**src/logic/dioth_cfg.svh**
```systemverilog
// constants for the digital i/o timing and handshake engine
`ifndef DIOTH_CFG_SVH
`define DIOTH_CFG_SVH
// register offsets (byte addresses)
`define DIOTH_REG_CTRL     8'h00
`define DIOTH_REG_DIV      8'h04
`define DIOTH_REG_RISE     8'h08
`define DIOTH_REG_FALL     8'h0C
`define DIOTH_REG_STATUS   8'h10
`define DIOTH_REG_DATA     8'h14
`define DIOTH_REG_OUTDATA  8'h18
`define DIOTH_REG_COUNT    8'h1C
`define DIOTH_REG_CMD      8'h20
// control field positions
`define DIOTH_CTL_EN       0
`define DIOTH_CTL_MODE_LO  1
`define DIOTH_CTL_MODE_HI  3
`define DIOTH_CTL_EXTCLK   4
`define DIOTH_CTL_FALLEDGE 5
`define DIOTH_CTL_OUTDIR   6
`define DIOTH_CTL_WID_LO   7
`define DIOTH_CTL_WID_HI   8
`define DIOTH_CTL_SINGLE   9
`define DIOTH_CTL_GRP_LO   10
`define DIOTH_CTL_GRP_HI   11
// status field positions
`define DIOTH_ST_OVF       0
`define DIOTH_ST_VALID     1
`define DIOTH_ST_LATE      2
`define DIOTH_ST_BADMODE   3
`define DIOTH_ST_BUSY      4
// reset values
`define DIOTH_DIV_RST      32'h0000_0032
`endif

```
**src/logic/dioth_pkg.sv**
```systemverilog
// types for the digital i/o timing and handshake engine
package dioth_pkg;
    typedef enum logic [2:0] {
        DIOTH_SAMPCLK, DIOTH_ONDEMAND, DIOTH_CHANGE, DIOTH_HSHAKE,
        DIOTH_BURST, DIOTH_MODE_R5, DIOTH_MODE_R6, DIOTH_MODE_R7
    } dioth_mode_t;
    typedef enum logic [1:0] {
        DIOTH_IDLE, DIOTH_WAIT, DIOTH_DONE
    } dioth_hs_t;
    // register port request
    typedef struct packed {
        logic [7:0] addr;
        logic [31:0] wdata;
        logic wr;
        logic rd;
    } dioth_bus_t;
    // handshake lines of one port pair
    typedef struct packed {
        logic input_full_flag;
        logic output_full_flag;
        logic transfer_ready;
    } dioth_hsout_t;
endpackage

```
**src/logic/dioth_core.sv**
```systemverilog
// timing and handshake sampling engine for a grouped digital i/o port
//
// Design decisions made here: the plain strobed port and the address map.
`timescale 1ns/1ps
`include "dioth_cfg.svh"
// Operation
// one sample per channel each clock tick
// sample clock onboard divider or external
// on-demand samples at once, quantity ignored
// change capture on per-line selectable edges
// unread sample at next change sets overflow
// overflow readable in status any time
// burst transfer needs hold low, ready high
// other hold/ready combinations stall transfer
// burst active edge rising or falling
// peripheral strobes again before each word
// word width 8, 16 or 32 bits
// input strobe/full, output full/acknowledge pairs
// input word taken while strobe low
// input full flag high after word taken
// output full flag low while word presented
// peripheral acknowledges with low pulse
// grouped ports use top port handshake lines
// grouped inputs tie strobes, top full used
// grouped outputs wire only last port
// handshake ports and control lines reserved
// single-point only sample clock or change
// late single-point access raises warning
// reset idles handshake lines, clears overflow
module dioth_core
#(
    parameter int NPORT = 4
)
(
    // clock and reset
    input wire logic sys_clk,
    input wire logic reset,
    // register port
    input wire dioth_pkg::dioth_bus_t bus,
    output logic [31:0] rdata,
    // parallel data lines, eight per port
    input wire logic [8*NPORT-1:0] dio_in,
    output logic [8*NPORT-1:0] dio_out,
    output logic [8*NPORT-1:0] dio_oe,
    // external sample clock
    input wire logic ext_sample_clk,
    // per-port handshake lines
    input wire logic [NPORT-1:0] strobe_in,
    input wire logic [NPORT-1:0] peripheral_acknowledge,
    output logic [NPORT-1:0] input_full_flag,
    output logic [NPORT-1:0] output_full_flag,
    // burst handshake lines
    input wire logic transfer_hold,
    output logic transfer_ready,
    output logic sample_clk_out
);
    import dioth_pkg::*;

    // ****************************************
    // state
    // ****************************************
    typedef struct packed {
        logic [31:0] ctrl;
        logic [31:0] div;
        logic [31:0] rise;
        logic [31:0] fall;
        logic [31:0] cnt;
        logic [31:0] data;
        logic [31:0] odata;
        logic [31:0] count;
        logic [31:0] prev;
        logic [31:0] rdata;
        logic ovf;
        logic valid;
        logic late;
        logic badmode;
        logic tick_pend;
        logic sclk;
        logic sclk_prev;
        logic ifull;
        logic ofull;
        logic rdy;
        logic oe;
        dioth_hs_t hs;
        logic [2:0] sync_a;
        logic [2:0] sync_b;
        logic [2*NPORT-1:0] hs_a;
        logic [2*NPORT-1:0] hs_b;
        logic [31:0] din_a;
        logic [31:0] din_b;
    } dioth_state_t;

    dioth_state_t st_q, st_d;
    dioth_mode_t mode;
    logic [1:0] grp;
    logic [1:0] wid;
    logic ext_s, hold_s, edge_hit, clk_edge, strb_lo, ack_lo;
    logic [31:0] din_s, width_mask, chg;
    logic [31:0] din_raw;

    // width mask for 8, 16 or 32 bit words
    function automatic logic [31:0] wmask(input logic [1:0] w);
        unique case (w)
            2'd0: wmask = 32'h0000_00FF;
            2'd1: wmask = 32'h0000_FFFF;
            default: wmask = 32'hFFFF_FFFF;
        endcase
    endfunction

    assign mode = dioth_mode_t'(st_q.ctrl[`DIOTH_CTL_MODE_HI:`DIOTH_CTL_MODE_LO]);
    assign grp = st_q.ctrl[`DIOTH_CTL_GRP_HI:`DIOTH_CTL_GRP_LO];
    assign wid = st_q.ctrl[`DIOTH_CTL_WID_HI:`DIOTH_CTL_WID_LO];
    assign width_mask = wmask(wid);
    assign din_raw = dio_in[31:0];
    // synchronised copies, second stage only
    assign ext_s = st_q.sync_b[0];
    assign hold_s = st_q.sync_b[1];
    assign din_s = st_q.din_b & width_mask;
    // top port of the group owns the handshake lines
    assign strb_lo = ~st_q.hs_b[grp];
    assign ack_lo = ~st_q.hs_b[NPORT+grp];
    // changed bits on selected edges
    assign chg = (din_s & ~st_q.prev & st_q.rise)
               | (~din_s & st_q.prev & st_q.fall);
    assign edge_hit = st_q.sclk_prev != st_q.sclk
                    && st_q.sclk == ~st_q.ctrl[`DIOTH_CTL_FALLEDGE];

    // ****************************************
    // next state
    // ****************************************
    // one process holds sampling, handshakes and register port
    always_comb
    begin
        st_d = st_q;
        st_d.sync_a = {1'b0, transfer_hold, ext_sample_clk};
        st_d.sync_b = st_q.sync_a;
        st_d.hs_a = {peripheral_acknowledge, strobe_in};
        st_d.hs_b = st_q.hs_a;
        st_d.din_a = din_raw;
        st_d.din_b = st_q.din_a;
        st_d.prev = din_s;
        st_d.sclk_prev = st_q.sclk;
        st_d.rdata = 32'h0000_0000;
        clk_edge = 1'b0;
        // software clears go first, so a hardware set in this cycle wins
        if (bus.rd && bus.addr == `DIOTH_REG_DATA
            && !st_q.ctrl[`DIOTH_CTL_OUTDIR])
            st_d.valid = 1'b0;
        if (bus.wr && bus.addr == `DIOTH_REG_STATUS)
        begin
            st_d.ovf = st_q.ovf & ~bus.wdata[`DIOTH_ST_OVF];
            st_d.late = st_q.late & ~bus.wdata[`DIOTH_ST_LATE];
            st_d.badmode = st_q.badmode & ~bus.wdata[`DIOTH_ST_BADMODE];
        end
        // sample clock from divider or external pin
        if (st_q.ctrl[`DIOTH_CTL_EXTCLK])
            st_d.sclk = ext_s;
        else if (st_q.cnt >= st_q.div)
        begin
            st_d.cnt = 32'h0000_0000;
            st_d.sclk = ~st_q.sclk;
        end
        else
            st_d.cnt = st_q.cnt + 32'h0000_0001;
        if (st_q.ctrl[`DIOTH_CTL_EN])
        begin
            clk_edge = edge_hit;
            st_d.rdy = 1'b0;
            unique case (mode)
                DIOTH_SAMPCLK:
                    if (clk_edge)
                    begin
                        // single point: previous sample still unread
                        if (st_q.valid && st_q.ctrl[`DIOTH_CTL_SINGLE])
                            st_d.late = 1'b1;
                        st_d.data = din_s;
                        st_d.valid = 1'b1;
                        st_d.count = st_q.count + 32'h0000_0001;
                    end
                DIOTH_ONDEMAND:
                    st_d.data = din_s;
                DIOTH_CHANGE:
                    if (chg != 32'h0000_0000)
                    begin
                        if (st_q.valid)
                            st_d.ovf = 1'b1;
                        st_d.data = din_s;
                        st_d.valid = 1'b1;
                        st_d.count = st_q.count + 32'h0000_0001;
                    end
                DIOTH_HSHAKE:
                    unique case (st_q.hs)
                        DIOTH_IDLE:
                            if (st_q.ctrl[`DIOTH_CTL_OUTDIR])
                            begin
                                if (st_q.valid)
                                begin
                                    st_d.ofull = 1'b0;
                                    st_d.oe = 1'b1;
                                    st_d.hs = DIOTH_WAIT;
                                end
                            end
                            else if (strb_lo && !st_q.valid)
                            begin
                                st_d.data = din_s;
                                st_d.ifull = 1'b1;
                                st_d.valid = 1'b1;
                                st_d.hs = DIOTH_WAIT;
                            end
                        DIOTH_WAIT:
                            if (st_q.ctrl[`DIOTH_CTL_OUTDIR])
                            begin
                                if (ack_lo)
                                begin
                                    st_d.ofull = 1'b1;
                                    st_d.valid = 1'b0;
                                    st_d.hs = DIOTH_DONE;
                                end
                            end
                            else if (!strb_lo)
                                st_d.hs = DIOTH_DONE;
                        DIOTH_DONE:
                            if (!ack_lo && st_q.ctrl[`DIOTH_CTL_OUTDIR])
                                st_d.hs = DIOTH_IDLE;
                            else if (!st_q.ctrl[`DIOTH_CTL_OUTDIR]
                                     && !st_q.valid)
                            begin
                                st_d.ifull = 1'b0;
                                st_d.hs = DIOTH_IDLE;
                            end
                        default:
                            st_d.hs = DIOTH_IDLE;
                    endcase
                DIOTH_BURST:
                begin
                    st_d.rdy = st_q.ctrl[`DIOTH_CTL_OUTDIR]
                             ? st_q.valid : !st_q.valid;
                    st_d.oe = st_q.ctrl[`DIOTH_CTL_OUTDIR];
                    if (clk_edge && !hold_s && st_q.rdy)
                    begin
                        if (!st_q.ctrl[`DIOTH_CTL_OUTDIR])
                            st_d.data = din_s;
                        st_d.valid = !st_q.ctrl[`DIOTH_CTL_OUTDIR];
                        st_d.rdy = 1'b0;
                        st_d.count = st_q.count + 32'h0000_0001;
                    end
                end
                default:
                    st_d.badmode = 1'b1;
            endcase
            // single point accepts only sample clock or change timing
            if (st_q.ctrl[`DIOTH_CTL_SINGLE] && mode != DIOTH_SAMPCLK
                && mode != DIOTH_CHANGE)
            begin
                st_d.badmode = 1'b1;
                st_d.ctrl[`DIOTH_CTL_EN] = 1'b0;
            end
        end
        else
        begin
            st_d.oe = 1'b0;
            st_d.rdy = 1'b0;
            st_d.hs = DIOTH_IDLE;
        end
        // register reads; reading data consumes the sample when the port is an input (OUTDIR clear)
        if (bus.rd)
        begin
            unique case (bus.addr)
                `DIOTH_REG_CTRL: st_d.rdata = st_q.ctrl;
                `DIOTH_REG_DIV: st_d.rdata = st_q.div;
                `DIOTH_REG_RISE: st_d.rdata = st_q.rise;
                `DIOTH_REG_FALL: st_d.rdata = st_q.fall;
                `DIOTH_REG_STATUS: st_d.rdata = {27'h0000000,
                    st_q.hs != DIOTH_IDLE, st_q.badmode, st_q.late,
                    st_q.valid, st_q.ovf};
                `DIOTH_REG_DATA:
                    st_d.rdata = (mode == DIOTH_ONDEMAND)
                               ? din_s : st_q.data;
                `DIOTH_REG_OUTDATA: st_d.rdata = st_q.odata;
                `DIOTH_REG_COUNT: st_d.rdata = st_q.count;
                default: st_d.rdata = 32'h0000_0000;
            endcase
        end
        // register writes; status clears were taken at the top
        if (bus.wr)
        begin
            unique case (bus.addr)
                `DIOTH_REG_CTRL: st_d.ctrl = bus.wdata;
                `DIOTH_REG_DIV: st_d.div = bus.wdata;
                `DIOTH_REG_RISE: st_d.rise = bus.wdata;
                `DIOTH_REG_FALL: st_d.fall = bus.wdata;
                `DIOTH_REG_OUTDATA:
                begin
                    st_d.odata = bus.wdata & width_mask;
                    st_d.valid = 1'b1;
                end
                `DIOTH_REG_CMD: st_d.count = 32'h0000_0000;
                default: ;
            endcase
        end
    end

    // ****************************************
    // registers
    // ****************************************
    // idle handshake lines and clear overflow at reset
    always_ff @(posedge sys_clk or posedge reset)
    begin
        if (reset)
        begin
            st_q <= '0;
            st_q.div <= `DIOTH_DIV_RST;
            st_q.ofull <= 1'b1;
            st_q.hs_a <= '1;
            st_q.hs_b <= '1;
            st_q.hs <= DIOTH_IDLE;
        end
        else
            st_q <= st_d;
    end

    // outputs: only the top port of the group drives handshake lines
    always_comb
    begin
        input_full_flag = '0;
        output_full_flag = '1;
        dio_out = '0;
        dio_oe = '0;
        input_full_flag[grp] = st_q.ifull;
        output_full_flag[grp] = st_q.ofull;
        dio_out[31:0] = st_q.odata;
        dio_oe[31:0] = {32{st_q.oe}} & width_mask;
    end
    assign transfer_ready = st_q.rdy;
    assign sample_clk_out = st_q.sclk;
    assign rdata = st_q.rdata;

    // ****************************************
    // checks
    // ****************************************
    AST_BURST_STALL: assert property (@(posedge sys_clk)
        disable iff (reset)
        (mode == DIOTH_BURST && hold_s && !bus.wr) |=> $stable(st_q.count))
        else $error("burst moved while hold asserted");
    AST_OVF_STICKY: assert property (@(posedge sys_clk)
        disable iff (reset) (st_q.ovf && !bus.wr) |=> st_q.ovf)
        else $error("overflow lost without clear");
    AST_OFULL_LOW: assert property (@(posedge sys_clk)
        disable iff (reset)
        (st_q.hs == DIOTH_WAIT && st_q.ctrl[`DIOTH_CTL_OUTDIR]
         && mode == DIOTH_HSHAKE) |-> !st_q.ofull)
        else $error("output full high while word presented");
    AST_IFULL_AFTER: assert property (@(posedge sys_clk)
        disable iff (reset)
        (st_q.hs == DIOTH_WAIT && !st_q.ctrl[`DIOTH_CTL_OUTDIR]
         && mode == DIOTH_HSHAKE) |-> st_q.ifull)
        else $error("input full low after word taken");
    AST_SINGLE_MODE: assert property (@(posedge sys_clk)
        disable iff (reset)
        (st_q.ctrl[`DIOTH_CTL_EN] && st_q.ctrl[`DIOTH_CTL_SINGLE]
         && mode != DIOTH_SAMPCLK && mode != DIOTH_CHANGE
         && !bus.wr) |=> st_q.badmode)
        else $error("single point accepted bad timing");
    AST_BURST_MOVE: assert property (@(posedge sys_clk)
        disable iff (reset)
        (mode == DIOTH_BURST && clk_edge && !hold_s && st_q.rdy && !bus.wr)
        |=> st_q.count == $past(st_q.count) + 32'h0000_0001)
        else $error("burst word not moved on permitted edge");
endmodule // dioth_core

```
**config.mk**
```make
export PLATFORM = sky130hd
export DESIGN_NAME = dioth_core
export DESIGN_NICKNAME = d
export VERILOG_FILES = /design/src/logic/dioth_pkg.sv /design/src/logic/dioth_core.sv
export VERILOG_INCLUDE_DIRS = /design/src /design/src/logic
export SDC_FILE = /design/constraint.sdc
export NUM_CORES = 1
export LEC_CHECK = 0
export ABC_AREA = 1
export BUFFER_PORTS_ARGS = -buffer_cell sky130_fd_sc_hd__buf_2
export CORE_MARGIN = 2
export CORE_UTILIZATION = 55
export DETAILED_ROUTE_END_ITERATION = 16
export PLACE_DENSITY = 0.74
export SLEW_MARGIN = 25
export SYNTH_ARGS = -nofsm -noshare
export SYNTH_HDL_FRONTEND = slang
export SYNTH_SLANG_ARGS = --single-unit
```
**constraint.sdc**
```tcl
create_clock -name sys_clk -period 33.2 [get_ports sys_clk]
set_input_delay 6.64 -clock sys_clk [delete_from_list [all_inputs] [get_ports sys_clk]]
set_output_delay 6.64 -clock sys_clk [all_outputs]
set_load 0.01 [all_outputs]
```
==> results_dict.tcl <==
set metrics [dict create \
    crit-reg2reg-launch "st_q[395]" \
    drc 0 \
    clk_latency_ns 0.57 \
    critPathArrivalTime_ns 2.51 \
    ioPinCount 192 \
    vias_per_cell 5.77 \
    core_region_area_um2 36600 \
    clock_skew_ns 0.0110 \
    p_leak_nw 10.9 \
    max_freq_mhz 109 \
    whs_endpoint "st_q[3]" \
    stdcell_area_um2 22600 \
    placed_cells 2990 \
    grt_first_pass_wirelength_mm 94.5 \
    layout_commonest_cell "nand2_1" \
    path_cells "buf_4, nor2_2, nor2_1, buf_2" \
    hold_viol_final 0 \
    gp_congestion 0.947 \
    cts_buffers 45 \
    drtAntennaViolNets 0 \
    num_vias 17700 \
    slew_viol_final 0 \
    initial_core_util_pct 55.8 \
    wl_per_cell_um 20.0 \
    cts_max_level 2 \
    cts_tree "built" \
    die_y_um 197 \
    slew_headroom_pct 35.4 \
    rows 70 \
    die-area_um2 38700 \
    fin_crit_ns 9.15 \
    holdPathStages 0 \
    finalNonFillerCells 3073 \
    cp_max_fo 33 \
    powerDensity_nw_per_um2 50.0 \
    dr.first_iter.drc_count 1832 \
    ys_ff_latch 416 \
    drt-pass1-iter-count 10 \
    grt_max_degree 134 \
    antenna_found_initial 2 \
    cts_hold_buf 0 \
    rrSetupSlack_ns 28.35 \
    area_growth_pct 10.8 \
    postCtsSetupRepairBufs 0 \
    period_share_pct 27.6 \
    worst-setup-path-type "reg2out" \
    portBuffers 191 \
    cts_sinks 416 \
    outcome "completed" \
    rr_worst_depth 13 \
    synth_cell_types 41 \
    layout_common_cells "nand2_1 (652), dfrtp_1 (396), o21ai_0 (300)" \
    r2r_end "st_q[249]" \
    worstHoldStart "st_d[3]" \
    ir_drop_mv 0.0334 \
    hpwl_mm 42.5 \
    routed_wl_mm 61.4 \
    worst_path_max_delay_cell "nor2_2" \
    worst_pin_slew_ns 0.967 \
    start_kind "register" \
    syn-cell-area_um2 20400 \
    cap_violations 0 \
    drive_above_1_share_pct 12.5 \
    avgSynthCellArea_um2 8.19 \
    grt_pass1_vias 16800 \
    finalSetupViolCount 0 \
    yosys_warnings 0 \
    place_area_um2 21100 \
    syn_inst 2494 \
    rsz0062_at_grt "no" \
    clk_pin_slew_ns 0.06 \
    final_nets 2692 \
    track_usage_pct 31.9 \
    slowest_delay_ns 0.78 \
    cts-resized-gates 0 \
    gr-total-overflow 0 \
    hold_path.class "reg2reg" \
    syn_nets 2615 \
    clockRootBuffer "clkbuf_16" \
    die_w_um 197 \
    end_kind "output port" \
    fin_tns_setup_ns 0 \
    cts_buffer_depth 3 \
    cp_data_required_time_ns 26.56 \
    ys_seq_area_share_pct 51.1 \
]
-- metal layers --
metal / GRT usage [%] / share of wire, %
met1: 43.1 / 40
met2: 49.2 / 45
met3: 9.21 / 11
met4: 12.3 / 3.7
met5: 0 / 0
-- cell families after synthesis --
group | synth area share, %
AOI/OAI and AO/OA | 14.9
xor gates and xnor gates | 2.06
adders and majority gates | 2.15
buffers and inverters | 10.7
DFF | 51.1
and+or+nand+nor | 19.2
-- power breakdown --
group | switching (W) | total [W] | internal (W) | leakage, nW
combinational | 0.0000592 | 0.0000836 | 0.0000245 | 4.94
clock | 0.000208 | 0.000499 | 0.000292 | 0.711
sequential | 0.0000185 | 0.000548 | 0.000530 | 5.25
-- sequential cells by signal (all words and copies together), names as in the netlist, 2 cells and up --
signal   cells
grp          2
dio_out     32
st_q       301
st_d        42
mode         3
rdata       32
-- stage by stage --
stage | power [W] | utilization, % | worst slack [ns] | hold WS, ns
6_report | 0.00113 | 61.8 | 24.05 | 0.346
5_1_grt | 0.00117 | 61.8 | 23.99 | 0.351
4_1_cts | 0.00114 | 61.6 | 24.11 | 0.346
3_5_place_dp | 0.000638 | 57.6 | 23.53 | 0.335
3_3_place_gp | 0.000635 | 57.6 | 23.75 | 0.333
2_1_floorplan | 0.000605 | - | 15.02 | 0.331
-- worst max path at each step --
stage	from	to	slack (ns)	cells after the start
CTS	st_q[395]	dio_oe[9]	24.11	4
global route	st_q[395]	dio_oe[14]	23.99	4
global placement	bus[35]	dio_out[13]	23.75	9
detailed placement	bus[35]	dio_out[10]	23.53	9
finish	st_q[395]	dio_oe[9]	24.05	4
floorplan	reset	dio_out[0]	15.02	1
-- critical path: cells and delay by family (launching register included) --
| kind | cells | cell delay [ns] |
|---|---|---|
| simple gates | 2 | 1.04 |
| buf+inv | 2 | 0.52 |
| flops | 1 | 0.37 |
-- cell usage after synthesis (all sizes together) --
master	count	area share, %
nor3b	2	0.074
o2111ai	2	0.086
nor2	167	3.1
ha	35	2.1
o21bai	4	0.15
nor4	9	0.28
and3	4	0.12
nand2	658	12
nand3	66	1.7
o21a	1	0.037
clkbuf	76	1.4
dfstp	20	2.6
buf	109	3.8
a21oi	108	2.6
o21ai	303	7.4
a22o	1	0.043
nor3	37	0.93
a22oi	2	0.074
a41oi	3	0.13
a211oi	4	0.15
nand3b	8	0.29
a31oi	1	0.031
o211ai	2	0.074
nand4	18	0.55
clkinv	4	0.074
xor2	46	2.0
inv	291	5.4
or2	1	0.031
o22ai	64	2.0
xnor2	2	0.086
dfrtp	396	49
a221oi	38	1.6
o31ai	12	0.44
-- final cells by class --
class	instances	area [um^2]
inverters	295	1110
well taps	468	586
multi-input cells	1598	7840
clock inverters	22	229
clock buffers	57	1220
diodes	2	5.00
repair buffers	215	1180
fillers	3220	14000
flip-flops and latches	416	10400
Note: power is estimated with default switching activity, not from simulation.
